$ cat src/shared/csr_pkg.sv
// Contract
// - PLL powered down by default
// - code 00b runs PLL normally
// - divider code picks 2..6, default four
// - bypass bit clear routes through divider
// - source bit: 0 external, 1 VCO
// - PFD polarity bit 0 positive, 1 negative
// - external source keeps internal VCO off
// - reset restores routing defaults
// - calibration bit plus update starts calibration; for a repeat start the code needs the bit clear at the previous update
package csr_pkg;
    // ========================================
    // register indices (byte address = 4 * index)
    localparam logic [11:0] CSR_IDX_PWR = 12'h010;
    localparam logic [11:0] CSR_IDX_CAL = 12'h018;
    localparam logic [11:0] CSR_IDX_DIV = 12'h1E0;
    localparam logic [11:0] CSR_IDX_SRC = 12'h1E1;
    localparam logic [11:0] CSR_IDX_UPD = 12'h232;
    localparam logic [11:0] CSR_IDX_STAT = 12'h233;
    // ========================================
    // field positions and codes
    localparam int CSR_POL_BIT = 7;
    localparam int CSR_BYP_BIT = 0;
    localparam int CSR_SRC_BIT = 1;
    localparam logic [1:0] CSR_PD_NORMAL = 2'h0;
    localparam logic [1:0] CSR_PD_ASYNC = 2'h1;
    localparam logic [2:0] CSR_DIV_MIN = 3'h0;
    localparam logic [2:0] CSR_DIV_MAX = 3'h4;
    // ========================================
    // reset values
    localparam logic [7:0] CSR_RST_PWR = 8'h01;
    localparam logic [7:0] CSR_RST_CAL = 8'h00;
    localparam logic [7:0] CSR_RST_DIV = 8'h02;
    localparam logic [7:0] CSR_RST_SRC = 8'h00;
    // ========================================
    // timing: calibration busy time
    localparam int CSR_CAL_TIME_NS = 4000;
    localparam int CSR_CLK_NS = 40;
    localparam int CSR_CAL_CYCLES = CSR_CAL_TIME_NS / CSR_CLK_NS;
endpackage : csr_pkg

$ cat src/shared/csr_cal_if.sv
`timescale 1ns/1ps
// calibration request and state between top and sequencer
interface csr_cal_if;
    logic start;
    logic busy;
    logic done;
    modport ctrl (output start, input busy, input done);
    modport seq (input start, output busy, output done);
endinterface : csr_cal_if

$ cat src/design/csr_cal_seq.sv
`timescale 1ns/1ps
module csr_cal_seq
    import csr_pkg::*;
#(
    parameter int CAL_CYCLES = CSR_CAL_CYCLES
)
(
    // clock and reset
    input wire logic pclk,
    input wire logic presetn,
    input wire logic clk_en,
    // request
    csr_cal_if.seq cal
);
    typedef enum logic [0:0] {CSR_IDLE, CSR_RUN} csr_cal_e;
    csr_cal_e state;
    logic [15:0] count;

    // ========================================
    // calibration timer, restarts are ignored while running
    always_ff @(posedge pclk or negedge presetn)
    begin
        if (!presetn)
        begin
            state <= CSR_IDLE;
            count <= 16'h0000;
            cal.done <= 1'b0;
        end
        else if (clk_en)
        begin
            case (state)
                CSR_IDLE:
                begin
                    if (cal.start)
                    begin
                        state <= CSR_RUN;
                        count <= 16'(CAL_CYCLES - 1);
                        cal.done <= 1'b0;
                    end
                end
                CSR_RUN:
                begin
                    if (count == 16'h0000)
                    begin
                        state <= CSR_IDLE;
                        cal.done <= 1'b1;
                    end
                    else
                        count <= count - 16'h0001;
                end
                default: state <= CSR_IDLE;
            endcase
        end
    end
    assign cal.busy = (state == CSR_RUN);

    // the timer must not collapse to a single cycle
    property p_cal_len;
        @(posedge pclk) disable iff (!presetn)
        $rose(cal.busy) && clk_en |-> cal.busy [*2];
    endproperty
    a_cal_len: assert property (p_cal_len)
        else $error("calibration ended too soon");
endmodule : csr_cal_seq

$ cat src/design/csr_clock_route.sv
`timescale 1ns/1ps
module csr_clock_route
    import csr_pkg::*;
#(
    parameter int CAL_CYCLES = CSR_CAL_CYCLES
)
(
    // clock and reset
    input wire logic pclk,
    input wire logic presetn,
    input wire logic clk_en,
    // apb slave
    input wire logic psel,
    input wire logic penable,
    input wire logic pwrite,
    input wire logic [15:0] paddr,
    input wire logic [31:0] pwdata,
    input wire logic [3:0] pstrb,
    output logic [31:0] prdata,
    output logic pready,
    output logic pslverr,
    // routing controls, applied values, then calibration status
    output logic pll_pd_n,
    output logic pfd_neg,
    output logic vco_pwr,
    output logic src_vco,
    output logic div_bypass,
    output logic [2:0] div_ratio_m2,
    output logic cal_busy,
    output logic cal_done
);
    // ========================================
    // shadow registers written by software
    logic [7:0] reg_pwr;
    logic [7:0] reg_cal;
    logic [7:0] reg_div;
    logic [7:0] reg_src;
    logic cal_start;
    logic cal_prev;
    logic first_cal;

    csr_cal_if cal ();
    assign cal.start = cal_start;

    csr_cal_seq #(.CAL_CYCLES(CAL_CYCLES)) u_seq (
        .pclk(pclk),
        .presetn(presetn),
        .clk_en(clk_en),
        .cal(cal)
    );

    // ========================================
    // address decode
    function automatic logic hit(input logic [15:0] a, input logic [11:0] idx);
        return a == {2'b00, idx, 2'b00};
    endfunction : hit

    // power code decode, shared by the pll and vco enables
    function automatic logic pll_on(input logic [7:0] r);
        return r[1:0] == CSR_PD_NORMAL;
    endfunction : pll_on

    wire acc = psel && penable && clk_en;
    wire wr = acc && pwrite && pstrb[0];
    wire hit_pwr = hit(paddr, CSR_IDX_PWR);
    wire hit_cal = hit(paddr, CSR_IDX_CAL);
    wire hit_div = hit(paddr, CSR_IDX_DIV);
    wire hit_src = hit(paddr, CSR_IDX_SRC);
    wire hit_upd = hit(paddr, CSR_IDX_UPD);
    wire hit_stat = hit(paddr, CSR_IDX_STAT);
    wire mapped = hit_pwr | hit_cal | hit_div | hit_src | hit_upd | hit_stat;
    // out-of-range divider codes are clamped to the largest ratio
    wire [2:0] div_safe = (reg_div[2:0] > CSR_DIV_MAX) ? CSR_DIV_MAX : reg_div[2:0];
    wire update = wr && hit_upd && pwdata[0];
    wire pwr_on = pll_on(reg_pwr);
    // repeat calibration needs a clear-then-set sequence across updates
    wire cal_go = update && reg_cal[0] && (first_cal || !cal_prev) && !cal.busy;
    wire [7:0] rd_mux = hit_pwr ? reg_pwr :
                        hit_cal ? reg_cal :
                        hit_div ? reg_div :
                        hit_src ? reg_src :
                        hit_stat ? {6'h00, cal.done, cal.busy} : 8'h00;

    // ========================================
    // register writes
    always_ff @(posedge pclk or negedge presetn)
    begin
        if (!presetn)
        begin
            reg_pwr <= CSR_RST_PWR;
            reg_cal <= CSR_RST_CAL;
            reg_div <= CSR_RST_DIV;
            reg_src <= CSR_RST_SRC;
        end
        else if (wr)
        begin
            if (hit_pwr)
                reg_pwr <= pwdata[7:0];
            if (hit_cal)
                reg_cal <= pwdata[7:0];
            if (hit_div)
                reg_div <= pwdata[7:0];
            if (hit_src)
                reg_src <= pwdata[7:0];
        end
    end

    // ========================================
    // applied configuration, loaded only on update
    always_ff @(posedge pclk or negedge presetn)
    begin
        if (!presetn)
        begin
            pll_pd_n <= 1'b0;
            pfd_neg <= 1'b0;
            vco_pwr <= 1'b0;
            src_vco <= 1'b0;
            div_bypass <= 1'b0;
            div_ratio_m2 <= CSR_RST_DIV[2:0];
            cal_start <= 1'b0;
            cal_prev <= 1'b0;
            first_cal <= 1'b1;
        end
        else if (clk_en)
        begin
            cal_start <= cal_go;
            if (update)
            begin
                pll_pd_n <= pwr_on;
                pfd_neg <= reg_pwr[CSR_POL_BIT];
                src_vco <= reg_src[CSR_SRC_BIT];
                vco_pwr <= reg_src[CSR_SRC_BIT] && pwr_on;
                div_bypass <= reg_src[CSR_BYP_BIT];
                div_ratio_m2 <= div_safe;
                cal_prev <= reg_cal[0];
                if (cal_go)
                    first_cal <= 1'b0;
            end
        end
    end

    // ========================================
    // apb answer, single wait-free access phase
    always_ff @(posedge pclk or negedge presetn)
    begin
        if (!presetn)
        begin
            prdata <= 32'h00000000;
            pready <= 1'b0;
            pslverr <= 1'b0;
            cal_busy <= 1'b0;
            cal_done <= 1'b0;
        end
        else if (clk_en)
        begin
            pready <= psel && !penable;
            pslverr <= psel && !penable && !mapped;
            prdata <= {24'h000000, rd_mux};
            cal_busy <= cal.busy;
            cal_done <= cal.done;
        end
    end

    // ========================================
    // checks on stored and applied configuration
    // pll may not be on the cycle after an update whose power code has bit 0 set
    property p_pd_default;
        @(posedge pclk) disable iff (!presetn)
        pll_pd_n |-> !$past(reg_pwr[0]) || !$past(update);
    endproperty
    a_pd_default: assert property (p_pd_default)
        else $error("pll on while async power-down applied");

    // internal vco needs both the vco source and a running pll
    property p_vco_ext;
        @(posedge pclk) disable iff (!presetn)
        vco_pwr |-> src_vco && pll_pd_n;
    endproperty
    a_vco_ext: assert property (p_vco_ext)
        else $error("internal vco on with external source");

    // routing only moves on an update write
    property p_hold;
        @(posedge pclk) disable iff (!presetn)
        clk_en && !update |=> $stable(src_vco) && $stable(div_bypass);
    endproperty
    a_hold: assert property (p_hold)
        else $error("routing changed without update");

    // clamp keeps the ratio inside two to six
    property p_div_rng;
        @(posedge pclk) disable iff (!presetn)
        div_ratio_m2 <= CSR_DIV_MAX;
    endproperty
    a_div_rng: assert property (p_div_rng)
        else $error("divider ratio out of range");

    // start pulse, then sequencer busy, then the registered copy
    property p_cal_go;
        @(posedge pclk) disable iff (!presetn)
        clk_en && cal_go |=> cal_start ##2 cal_busy;
    endproperty
    a_cal_go: assert property (p_cal_go)
        else $error("calibration not started");

    // polarity follows the stored bit on update
    property p_pol;
        @(posedge pclk) disable iff (!presetn)
        clk_en && update |=> pfd_neg == $past(reg_pwr[CSR_POL_BIT]);
    endproperty
    a_pol: assert property (p_pol)
        else $error("pfd polarity not applied");

    // source select follows the stored bit on update
    property p_src;
        @(posedge pclk) disable iff (!presetn)
        clk_en && update |=> src_vco == $past(reg_src[CSR_SRC_BIT]);
    endproperty
    a_src: assert property (p_src)
        else $error("source select not applied");

    // bypass follows the stored bit on update
    property p_byp;
        @(posedge pclk) disable iff (!presetn)
        clk_en && update |=> div_bypass == $past(reg_src[CSR_BYP_BIT]);
    endproperty
    a_byp: assert property (p_byp)
        else $error("bypass not applied");

    // run code turns the pll on, any other code keeps it off
    property p_pd_apply;
        @(posedge pclk) disable iff (!presetn)
        clk_en && update |=> pll_pd_n == ($past(reg_pwr[1:0]) == CSR_PD_NORMAL);
    endproperty
    a_pd_apply: assert property (p_pd_apply)
        else $error("pll power code not applied");

    // async power-down code must switch the pll off
    property p_pd_async;
        @(posedge pclk) disable iff (!presetn)
        clk_en && update && (reg_pwr[1:0] == CSR_PD_ASYNC) |=> !pll_pd_n;
    endproperty
    a_pd_async: assert property (p_pd_async)
        else $error("pll left on by power-down code");

    // ratio follows the clamped code on update
    property p_div_apply;
        @(posedge pclk) disable iff (!presetn)
        clk_en && update |=> div_ratio_m2 == $past(div_safe);
    endproperty
    a_div_apply: assert property (p_div_apply)
        else $error("divider code not applied");

    // vco power follows source and power code together
    property p_vco_apply;
        @(posedge pclk) disable iff (!presetn)
        clk_en && update |=> vco_pwr == $past(reg_src[CSR_SRC_BIT] && pwr_on);
    endproperty
    a_vco_apply: assert property (p_vco_apply)
        else $error("vco power not applied");

    // external source never leaves the internal vco running
    property p_ext_vco_off;
        @(posedge pclk) disable iff (!presetn)
        !src_vco |-> !vco_pwr;
    endproperty
    a_ext_vco_off: assert property (p_ext_vco_off)
        else $error("vco powered on external source");

    // a low enable freezes the pll enable, source select, ratio, read data and ready
    property p_freeze;
        @(posedge pclk) disable iff (!presetn)
        !clk_en |=> $stable(pll_pd_n) && $stable(src_vco) && $stable(div_ratio_m2)
            && $stable(prdata) && $stable(pready);
    endproperty
    a_freeze: assert property (p_freeze)
        else $error("state moved while clock enable low");

    // repeat request without a clear in between is ignored
    property p_cal_repeat;
        @(posedge pclk) disable iff (!presetn)
        clk_en && update && reg_cal[0] && cal_prev && !first_cal |=> !cal_start;
    endproperty
    a_cal_repeat: assert property (p_cal_repeat)
        else $error("calibration restarted without clear");

    // a start pulse never lands on a running timer
    property p_cal_stop;
        @(posedge pclk) disable iff (!presetn)
        cal_start |-> !cal.busy;
    endproperty
    a_cal_stop: assert property (p_cal_stop)
        else $error("calibration start while busy");

    // start enters the run state and clears the done flag
    property p_done_start;
        @(posedge pclk) disable iff (!presetn)
        cal_start && clk_en && !cal.busy |=> cal.busy && !cal.done;
    endproperty
    a_done_start: assert property (p_done_start)
        else $error("calibration start not taken");

    // power word is stored on its write, not applied
    property p_wr_pwr;
        @(posedge pclk) disable iff (!presetn)
        wr && hit_pwr |=> reg_pwr == $past(pwdata[7:0]);
    endproperty
    a_wr_pwr: assert property (p_wr_pwr)
        else $error("power word not stored");

    // source word is stored on its write, not applied
    property p_wr_src;
        @(posedge pclk) disable iff (!presetn)
        wr && hit_src |=> reg_src == $past(pwdata[7:0]);
    endproperty
    a_wr_src: assert property (p_wr_src)
        else $error("source word not stored");

    // divider word is stored on its write, not applied
    property p_wr_div;
        @(posedge pclk) disable iff (!presetn)
        wr && hit_div |=> reg_div == $past(pwdata[7:0]);
    endproperty
    a_wr_div: assert property (p_wr_div)
        else $error("divider word not stored");

    // busy output is the sequencer state one cycle late
    property p_busy_mirror;
        @(posedge pclk) disable iff (!presetn)
        clk_en |=> cal_busy == $past(cal.busy);
    endproperty
    a_busy_mirror: assert property (p_busy_mirror)
        else $error("busy output out of step");

    // done output is the sequencer flag one cycle late
    property p_done_mirror;
        @(posedge pclk) disable iff (!presetn)
        clk_en |=> cal_done == $past(cal.done);
    endproperty
    a_done_mirror: assert property (p_done_mirror)
        else $error("done output out of step");
endmodule : csr_clock_route

$ cat config.mk
export PLATFORM = sky130hd
export DESIGN_NAME = csr_clock_route
export DESIGN_NICKNAME = d
export VERILOG_FILES = /design/src/shared/csr_pkg.sv /design/src/shared/csr_cal_if.sv /design/src/design/csr_cal_seq.sv /design/src/design/csr_clock_route.sv
export SDC_FILE = /design/constraint.sdc
export NUM_CORES = 1
export LEC_CHECK = 0
export BUFFER_PORTS_ARGS = -buffer_cell sky130_fd_sc_hd__buf_2
export CORE_AREA = 2 2 89 91
export DETAILED_ROUTE_END_ITERATION = 8
export DIE_AREA = 0 0 91 93
export GPL_ROUTABILITY_DRIVEN = 0
export PLACE_DENSITY = 0.85
export SYNTH_ARGS = -nofsm -noshare
export SYNTH_HDL_FRONTEND = slang
export SYNTH_HIERARCHICAL = 1
export SYNTH_SLANG_ARGS = --single-unit
$ cat constraint.sdc
create_clock -name pclk -period 2.7 [get_ports pclk]
set_input_delay 0.135 -clock pclk [delete_from_list [all_inputs] [get_ports pclk]]
set_output_delay 0.135 -clock pclk [all_outputs]
set_load 0.01 [all_outputs]
# Yosys cells after proc, flatten, opt, wreduce, memory -nomap -nowiden
# Index checks and enable logic that the tools add are counted.
classes:
  shifts: 0
  eq_ne: 9
  bitwise_logic: 6
  div: 0
  magnitude_cmp: 1
  n_mux: 15
  add_sub_neg: 1
  mul: 0
  n_reduce_logical: 27
ops:
  columns: ["op", "count"]
  rows:
  - ["== test 16 x 11 -> 1 bit (second input constant)", 2]
  - ["== test 16 x 12 -> 1 bit (second input constant)", 2]
  - ["== test 16 x 7 -> 1 bit (second input constant)", 2]
  - ["2-to-1 mux 16 bit", 2]
  - ["2-to-1 mux 8 bit", 4]
  - ["case mux 16 bit (2 select lines)", 1]
  - ["logical NOT 16 bit", 1]
  - ["subtractor 16 x 1 -> 16 bit (second input constant)", 1]
  - ["logical AND 1 bit", 12]
  - ["AND reduction 2 bit", 5]
  - ["AND reduction 3 bit", 3]
  - ["!= test 2 bit (second input constant)", 3]
  - ["OR 1 bit", 5]
  - ["logical NOT 1 bit", 4]
  - ["2-to-1 mux 1 bit", 4]
  - ["case mux 1 bit (2 select lines)", 2]
  - ["greater-than comparator 3 bit (second input constant)", 1]
  - ["2-to-1 mux 3 bit", 1]
  - ["logical NOT 2 bit", 1]
  - ["2-to-1 mux 2 bit", 1]
  - ["logical OR 1 bit", 1]
  - ["inverter 1 bit", 1]
totals:
  latchBits: 0
  inputBits: 58
  wordCells: 80
  memories: 0
  regBits: 73
  mem_bits_rw: 0
  mem_bits_ro: 0
  output_inout_bits: 44

# Logic depth before layout (Yosys ltp)
# Gate-level depths: netlist of run 1.
depth:
  word_depth: 10
  ltp_mapped: 7
  depth_no_buf: 6

# Hierarchy
# The synthesis of run 1 kept the hierarchy.
modules_own_cells:
  columns: ["mod", "seq_area_each_um2", "cells_each", "area_per_inst_um2", "instances"]
  rows:
  - ["csr_clock_route", 1381.3, 231, 2832.7, 1]
  - ["csr_cal_seq", 450.4, 118, 1073.5, 1]

# Worst setup path before layout of run 1
# No wires, ideal clock.
synth_timing:
  kind: "register to register"
  startpoint: "register u_seq.count[0]"
  endpoint: "register u_seq.count[0]"
  path_stages_with_launch: 7
  t_required_ps: 2574
  n_path_buf: 1
  synth_period_minus_slack_ps: 2066
  t_arrival_ps: 1940
  slack_ps: 634
  setup_time_ps: 126
  cell_sequence: "dfrtp_1 -> inv_1 -> ha_1 -> or3b_1 -> clkbuf_1 -> or4_4 -> o311a_1"
synth_between:
  elab_chain_cells: 3
  elab_cells_between_ends: 6
  cone_classes: "1 x add/sub; 1 x eq/ne; 2 x mux; 2 x reduce/logical"
synth_lines:
  columns: ["element", "line_no", "source"]
  rows:
  - ["start, declared", "csr_cal_seq.sv:17", "logic [15:0] count;"]
  - ["start signal, assigned", "csr_cal_seq.sv:37", "count <= 16'(CAL_CYCLES - 1);"]
  - ["start signal, assigned", "csr_cal_seq.sv:49", "count <= count - 16'h0001;"]
  - ["subtractor 16 x 1 -> 16 bit / logical NOT 16 bit (equally long branches)", "csr_cal_seq.sv:49, csr_cal_seq.sv:43", null]
  - ["2-to-1 mux 16 bit / != test 2 bit (equally long branches)", null, null]
  - ["case mux 16 bit (2 select lines) / AND reduction 3 bit (equally long branches)", null, null]
# Parallel ways exist; a longest one is shown, timed or not. The select of a mux whose other input is x is not followed.
# A chain may end at the register's enable or synchronous reset.

# Worst setup path in the final report of run 1
# Ends and elaborated chain as after synthesis.

==> results of run 1 <==
==> worst paths after layout <==
| check | start | end | slack, ns | depth (start not counted) |
|---|---|---|---|---|
| min in group asynchronous | presetn | pfd_neg$_DFFE_PN0P_ | 0.40 | 2 |
| worst min-delay path | pwdata[7] | reg_cal[7]$_DFFE_PN0P_ | 0.04 | 2 |
| max in group asynchronous | presetn | reg_cal[6]$_DFFE_PN0P_ | 1.49 | 3 |
| worst max register to register | u_seq/count[0]$_DFFE_PN0P_ | u_seq/count[0]$_DFFE_PN0P_ | 0.48 | 5 |
| worst max-delay path | u_seq/count[0]$_DFFE_PN0P_ | u_seq/count[0]$_DFFE_PN0P_ | 0.48 | 5 |
| worst min register to register | first_cal$_DFFE_PN1P_ | first_cal$_DFFE_PN1P_ | 0.48 | 1 |
==> what timing repair did <==
action,CTS,global route
hold endpoints to repair,32,0
hold buffers,1,0
endpoints found under the setup margin,0,0
==> synthesized netlist by cell type (6+ instances only) <==
| master | instances | area [µm²] |
|---|---|---|
| clkbuf_1 | 7 | 26.3 |
| nor2_1 | 15 | 56.3 |
| nand2_1 | 13 | 48.8 |
| dfrtp_1 | 69 | 1730 |
| o22a_1 | 6 | 52.6 |
| a21oi_1 | 14 | 70.1 |
| inv_1 | 7 | 26.3 |
| buf_4 | 24 | 180 |
| mux2_4 | 8 | 120 |
| o21ai_0 | 10 | 50.1 |
| nand4_1 | 9 | 56.3 |
| nand3_1 | 19 | 95.1 |
| mux2_2 | 39 | 439 |
| nor4_1 | 11 | 68.8 |
==> layer usage <==
metal  track usage  part of all wire  vias up  routed length, µm
met4        0.0833             0.024        0                218
met1         0.289              0.44     1502               3980
met5             0                 0        -                  0
li1              -                 -     1401                  -
met2         0.355              0.47      136               4250
met3        0.0532             0.063       22                567
==> stage by stage <==
stage          cells  hold slack [ns]  area, µm²  power (mW)  setup WS, ns
6_report         518           0.0367       4430        2.07         0.481
5_1_grt          518           0.0367       4430        2.16         0.406
3_5_place_dp     501            0.273       4230        1.27         0.481
3_3_place_gp     501            0.269       4230        1.26         0.523
2_1_floorplan    372           -0.161       3990        1.21         0.634
4_1_cts          518           0.0330       4430        2.09         0.493
==> report_power, final <==
part / internal (mW) / switching [mW]
logic: 0.0451 / 0.0964
clock network: 0.352 / 0.476
registers: 1.10 / 0.00473
total: 1.50 / 0.577
==> worst max-delay path: stages, from the launching register on <==
cell and delay, ns:
dfrtp_1 0.43, inv_1 0.10, ha_1 0.19, or3b_1 0.49, or4_4 0.59, o311a_1 0.31
==> cells by family (layout without fill, tap and decap cells) <==
group,count (synthesis),count (layout),share of synthesized area
other,1,24,0.000960
adder cells (fa/ha/maj),1,1,0.00320
flip-flops,73,73,0.469
buffers and inverters,42,86,0.0660
multiplexers,52,52,0.156
AO/OA/AOI/OAI,65,65,0.118
AND/OR/NAND/NOR,115,115,0.187
==> state kept, by name (all words and copies together) (netlist names) <==
name,flops
u_seq/count,16
prdata,8
reg_cal,8
reg_div,8
reg_pwr,8
reg_src,8
div_ratio_m2,3
cal.start,1
cal_busy,1
cal_done,1
cal_prev,1
div_bypass,1
first_cal,1
pfd_neg,1
pll_pd_n,1
pready,1
pslverr,1
src_vco,1
u_seq/cal.busy,1
u_seq/cal.done,1
vco_pwr,1
==> cell type report <==
class,count,share of cell area
timing repair buffer,63,0.0792
clock inverter,7,0.0141
tap,102,0.0288
clock buffer,9,0.0280
sequential,73,0.414
multi-input combinational,257,0.430
inverter,7,0.00594
==> flow_summary.toml, run 1 <==
[clocking]
clock_latency_ns = 0.37
htreeDepth = 3
clockBufferDepth = 2
cts_resized = 0
clockRootBuffer = "clkbuf_8"
cts_tree = "built"
cts_buffers = 9
clock-sinks = 73
cts_setup_buffers = 0
clk_pin_slew_ns = 0.09

[final_layout]
area_delta_synth_final_pct = 13.3
nFillCells = 621
fin_util = 0.588
final_cell_mix = "dfrtp_1, buf_2, mux2_2"
diodes = 0
final_nets = 470
drive_gt1_frac = 0.356
multi_input_area_um2 = 1900
regArea_um2 = 1830
layout_commonest_cell = "dfrtp_1"

[synthesis]
syn_inst = 349
ys_types = 58
async_reset_ff_frac = 1.00
syn_avg_cell_area_um2 = 11.2
synth_flop_cell = "dfrtp_1"
synth_edf_count = 0
synth-seq-cells = 73
syn-cell-area_um2 = 3910
yosysWarnings = 6
synth-seq-area-share = 0.469

[die]
core_um2 = 7530
start_util = 0.519
io_pins = 102
die_h_um = 93
die_w_um = 91
placementRows = 32
dieArea_um2 = 8460

[timing]
timing.slew.headroom = 0.452
rsz0062_at_grt = "false"
hold_viol = 0
setup_viol = 0
drv_slew = 0
fin_crit_ns = 2.22
fmax_ghz = 0.451
tns_ns = 0
skew_ns = 0.0114
worst_slew_pin_slew_ns = 0.823
fin_crit_sh = 0.822

[worst_setup_path]
cp_max_fo = 6
worst_ep_required_time_ns = 2.94
cp-start-kind = "flop"
worstSetupPathType = "reg -> reg"
worstPathArrival_ns = 2.46
end_kind = "flop"

[route]
wl_per_cell_um = 17.4
drtPass1Iterations = 4
final_antenna_net_count = 0
wl_um = 9020
drtIter0Drc = 335
vias = 3061
drc_errors = 0
vias_per_cell = 5.91

[global_routing]
grt_antenna_before_repair = 0
grt_pass1_vias = 2913
track_usage = 0.220
grt_pass1_wl_um = 14500
grt_overflow = 0
grt_max_degree = 39

[placed_design]
port_buffers = 50
dp_hpwl_um = 6420

[power]
irDropWorstVdd_uv = 238
power_density_nw_per_um2 = 469
leakagePower_nw = 2.13

[status]
status = "finished, final reports clean"

[worst_hold_path]
worstHoldPathType = "in -> reg"

[run]
maxCapViolCount = 0
(Power assumes the default switching activity.)
==> run 2, diff against run 1 <==
==> constraint.sdc (replaced) <==
create_clock -name pclk -period 2.2 [get_ports pclk]
set_input_delay 0.11 -clock pclk [delete_from_list [all_inputs] [get_ports pclk]]
set_output_delay 0.11 -clock pclk [all_outputs]
set_load 0.01 [all_outputs]
==> run 2 against run 1 <==
Compared with the run above: combinational power grew 28%; total power is 22% higher; count of clock-buffer cells in the layout stayed put; die area stayed put; worst hold slack worse by 0.0012 ns; clock power up 20%; final cell count grew 2.3%; sequential power grew 24%; clock skew up 0.0057 ns; global-route usage is 1.5 points higher; flip-flop and latch count stayed put; highest routed layer unchanged.
==> flow_summary.toml, run 2 (synthesis results as in run 1) <==
[timing]
timing.slew.headroom = 0.515
worst_slew_pin_slew_ns = 0.723
skew_ns = 0.0172
tns_ns = 0
drv_slew = 0
setup_viol = 0
fin_crit_sh = 0.942
hold_viol = 0
rsz0062_at_grt = "false"
fmax_ghz = 0.482
fin_crit_ns = 2.07

[status]
status = "finished, final reports clean"

[placed_design]
port_buffers = 50
dp_hpwl_um = 6790

[die]
io_pins = 102
placementRows = 32
core_um2 = 7530
start_util = 0.519
dieArea_um2 = 8460
die_h_um = 93
die_w_um = 91

[run]
maxCapViolCount = 0

[route]
drc_errors = 0
wl_per_cell_um = 18.0
vias = 3194
vias_per_cell = 6.03
drtPass1Iterations = 5
final_antenna_net_count = 0
drtIter0Drc = 198
wl_um = 9560

[power]
power_density_nw_per_um2 = 559
leakagePower_nw = 2.20
irDropWorstVdd_uv = 258

[worst_setup_path]
worst_ep_required_time_ns = 2.43
worstPathArrival_ns = 2.31
worstSetupPathType = "reg -> reg"
end_kind = "flop"
crit_family = "simple AND/OR/NAND/NOR gates"
path_buf_inv = 1
path_cells = "inv_1 > ha_1 > or3b_1 > or4_4 > o311a_1"
cp-start-kind = "flop"
crit_start = "u_seq/count[0]$_DFFE_PN0P_"
cp_slowest_cell = "or4_4"
r2r_start = "u_seq/count[0]$_DFFE_PN0P_"
crit_path_max_incr_delay_ns = 0.56
cp_max_fo = 5

[clocking]
clock-sinks = 73
cts_tree = "built"
clockBufferDepth = 2
cts_buffers = 9
htreeDepth = 3
clock_latency_ns = 0.35
clk_pin_slew_ns = 0.09
clockRootBuffer = "clkbuf_8"

[final_layout]
nFillCells = 616
final_nets = 482
area_delta_synth_final_pct = 15.9
fin_util = 0.601
layout_commonest_cell = "dfrtp_1"
largest_reg_flops = 16
drive_gt1_frac = 0.374
diodes = 0
regMostFlops = "u_seq/count"
final_cell_mix = "dfrtp_1, buf_2, mux2_2"

[worst_hold_path]
worstHoldPathType = "in -> reg"
hp-start = "pwdata[6]"

[global_routing]
grt_pass1_wl_um = 15600
track_usage = 0.235
grt_antenna_before_repair = 0
grt_pass1_vias = 3204
grt_overflow = 0
grt_max_degree = 34
-- run 2: cell types whose count changed in the layout (fill, tap and decap cells not counted) --
| cell | change |
|---|---|
| buf_4 | +11 |
| inv_6 | +1 |
| buf_12 | +1 |
| inv_8 | -1 |
-- run 2: timing repair --
action,4_1_cts,5_1_grt
endpoints found under the hold margin,23,0
endpoints found under the setup margin,0,0
buffers inserted,0,0
hold buffers,1,0
gates resized for setup,0,0
-- run 2: area by class of cell --
class / count / area (µm²) / area share
multi-input combinational: 257 / 1900 / 0.421
sequential: 73 / 1830 / 0.405
timing repair buffer: 75 / 453 / 0.100
tap: 102 / 128 / 0.0282
clock buffer: 9 / 124 / 0.0274
clock inverter: 7 / 60.1 / 0.0133
inverter: 7 / 26.3 / 0.00581
-- run 2: path summary, 6_finish.rpt --
kind | endpoint | slack, ns | cells after the start
max | u_seq/count[0]$_DFFE_PN0P_ | 0.13 | 5
min | reg_cal[6]$_DFFE_PN0P_ | 0.04 | 2
max reg2reg | u_seq/count[0]$_DFFE_PN0P_ | 0.13 | 5
min reg2reg | pready$_DFFE_PN0P_ | 0.49 | 1
max in group asynchronous | cal_done$_DFFE_PN0P_ | 1.22 | 3
min in group asynchronous | reg_src[1]$_DFFE_PN0P_ | 0.33 | 2
-- run 2: per-layer routing --
layer / share of wire / vias to the layer above / wire (µm) / global-route usage
met5: 0 / - / 0 / 0
met4: 0.032 / 0 / 308 / 0.120
met3: 0.068 / 38 / 646 / 0.0451
met2: 0.49 / 163 / 4710 / 0.401
met1: 0.41 / 1566 / 3890 / 0.285
li1: - / 1427 / - / -
-- run 2: power by group --
group | switching, mW | leakage [nW] | total [mW] | internal, mW
clock | 0.562 | 0.0848 | 0.991 | 0.428
sequential | 0.00555 | 0.991 | 1.36 | 1.35
combinational | 0.121 | 1.12 | 0.182 | 0.0612
total | 0.689 | 2.20 | 2.53 | 1.84
-- run 2: stage by stage --
step,instances,hold WS [ns],setup slack (ns),area (µm²),total power [mW]
after global routing,530,0.0325,0.0385,4530,2.61
after floorplan,372,-0.186,0.134,3990,1.48
after detailed placement,513,0.196,0.0286,4330,1.56
final,530,0.0355,0.127,4530,2.53
after CTS,530,0.0313,0.133,4530,2.53
after global placement,513,0.183,0.169,4330,1.56
==> run 3, diff against run 2 <==
--- a/config.mk
+++ b/config.mk
@@ -5,12 +5,14 @@
 export SDC_FILE = /design/constraint.sdc
 export NUM_CORES = 1
 export LEC_CHECK = 0
-export BUFFER_PORTS_ARGS = -buffer_cell sky130_fd_sc_hd__buf_2
-export CORE_AREA = 2 2 89 91
+export CELL_PAD_IN_SITES_DETAIL_PLACEMENT = 1
+export CELL_PAD_IN_SITES_GLOBAL_PLACEMENT = 2
+export CORE_AREA = 2 2 102 104
 export DETAILED_ROUTE_END_ITERATION = 8
-export DIE_AREA = 0 0 91 93
+export DIE_AREA = 0 0 104 106
+export DONT_BUFFER_PORTS = 1
 export GPL_ROUTABILITY_DRIVEN = 0
-export PLACE_DENSITY = 0.85
+export PLACE_DENSITY = 0.84
 export SYNTH_ARGS = -nofsm -noshare
 export SYNTH_HDL_FRONTEND = slang
 export SYNTH_HIERARCHICAL = 1
==> run 3 against run 2 <==
Compared with the run above: worst hold slack improved by 0.0086 ns; global-route usage decreased by 3.5 points; clock skew decreased by 0.0080 ns; maximum frequency decreased by 2.4%; clock power increased by 6%; critical path depth unchanged.
==> flow_summary.toml, run 3 (synthesis results as in run 1) <==
[status]
status = "finished, final reports clean"

[global_routing]
grt_antenna_before_repair = 0
grt_max_degree = 74
grt_overflow = 0
grt_pass1_wl_um = 17100
track_usage = 0.199
grt_pass1_vias = 3145

[power]
p_seq_frac = 0.535
power_frac_comb = 0.053
p_int_mw = 1.95
p_sw_mw = 0.596
irDropWorstVdd_uv = 219
clockPowerShare = 0.412
power_density_nw_per_um2 = 579
swShare = 0.234
leakagePower_nw = 2.00

[timing]
rsz0062_at_grt = "false"
fin_crit_sh = 0.966
drv_slew = 0
fin_crit_ns = 2.12
timing.slew.headroom = 0.515
worst_slew_pin_slew_ns = 0.722
hold_viol = 0
tns_ns = 0
setup_viol = 0
fmax_ghz = 0.471
layout_setup_ws_ns = 0.0757
skew_ns = 0.00917

[route]
vias = 2915
wl_per_cell_um = 19.9
final_antenna_net_count = 0
drtIter0Drc = 121
drc_errors = 0
drtPass1Iterations = 4
vias_per_cell = 5.62
wl_um = 10300

[worst_setup_path]
worstPathArrival_ns = 2.35
cp_slowest_cell = "or4_4"
ff2ff_setup_slack_ns = 0.08
crit_path_max_incr_delay_ns = 0.53
worst_ep_required_time_ns = 2.42
end_kind = "flop"
worstSetupPathType = "reg -> reg"
path_cells = "inv_1 > ha_2 > or3b_4 > or4_4 > o311a_1"
cp-start-kind = "flop"
cp_max_fo = 5

[final_layout]
diodes = 0
final_cell_mix = "dfrtp_1, mux2_2, conb_1"
drive_gt1_frac = 0.274
regMostFlops = "u_seq/count"
area_delta_synth_final_pct = 12.7
largest_reg_flops = 16
layout_commonest_cell = "dfrtp_1"
final_nets = 437

[die]
start_util = 0.391
io_pins = 102
dieArea_um2 = 11000
core_um2 = 10000
die_w_um = 104
placementRows = 37
die_h_um = 106

[run]
maxCapViolCount = 0

[placed_design]
dpl_worst_slack_ns = 0.0398
port_buffers = 0
dp_hpwl_um = 7080

[clocking]
cts_tree = "built"
cts_buffers = 9
clockRootBuffer = "clkbuf_8"
cts_setup_buffers = 0
clock-sinks = 73
clockBufferDepth = 2
htreeDepth = 3
clock_latency_ns = 0.36
clk_pin_slew_ns = 0.07

[worst_hold_path]
worstHoldPathType = "in -> reg"
## run 3: cell type report
class / count / area [µm²]
clock inverter: 3 / 42.5
inverter: 7 / 26.3
fill: 1128 / 5600
timing repair buffer: 30 / 273
tap: 136 / 170
multi-input combinational: 257 / 1910
sequential: 73 / 1830
clock buffer: 13 / 149
## run 3: timing repair
action / in CTS / in global routing
hold buffers: 12 / 0
setup endpoints to repair: 0 / 5
gates resized for setup: 0 / 3
endpoints found under the hold margin: 120 / 0
## run 3: path summary, 6_finish.rpt
check                                            from                    endpoint  cells after the start
max                        u_seq/count[0]$_DFFE_PN0P_  u_seq/count[1]$_DFFE_PN0P_                      5
min                                          paddr[5]         pslverr$_DFFE_PN0P_                      4
max reg2reg                u_seq/count[0]$_DFFE_PN0P_  u_seq/count[1]$_DFFE_PN0P_                      5
min reg2reg                     first_cal$_DFFE_PN1P_       first_cal$_DFFE_PN1P_                      1
max in group asynchronous                     presetn      reg_pwr[0]$_DFFE_PN1P_                      2
min in group asynchronous                     presetn          pready$_DFFE_PN0P_                      2
## run 3: critical path: cells and delay by family, from the launching register on
kind | cells | cell delay [ns]
AOI/OAI and AO/OA | 1 | 0.33
adders and majority gates | 1 | 0.21
buffers and inverters | 1 | 0.10
and+or+nand+nor | 2 | 0.93
DFF | 1 | 0.43
## run 3: through the flow
stage                     instance area [µm²]   util  hold slack [ns]  std cells  total power, mW
after floorplan                          3990      -           -0.186        372             1.48
after global placement                   4070  0.407           -0.183        491             1.46
after detailed placement                 4070  0.407           -0.183        491             1.46
after CTS                                4400  0.440           0.0218        519             2.58
after global routing                     4400  0.440           0.0311        519             2.65
final                                    4400  0.440           0.0442        519             2.55
## run 3: layer usage
metal | vias to the layer above | GRT usage | part of all wire
met1 | 1496 | 0.265 | 0.45
met4 | 0 | 0.0840 | 0.020
met3 | 12 | 0.0484 | 0.055
met5 | - | 0 | 0
met2 | 77 | 0.313 | 0.47
li1 | 1330 | - | -
## run 3: power groups by stage
stage / Clock [mW] / Sequential, mW / Combinational [mW]
5_1_grt: 1.13 / 1.36 / 0.149
6_report: 1.05 / 1.36 / 0.136
2_1_floorplan: 0 / 1.39 / 0.0968
3_3_place_gp: 0 / 1.39 / 0.0739
3_5_place_dp: 0 / 1.39 / 0.0754
4_1_cts: 1.08 / 1.36 / 0.138
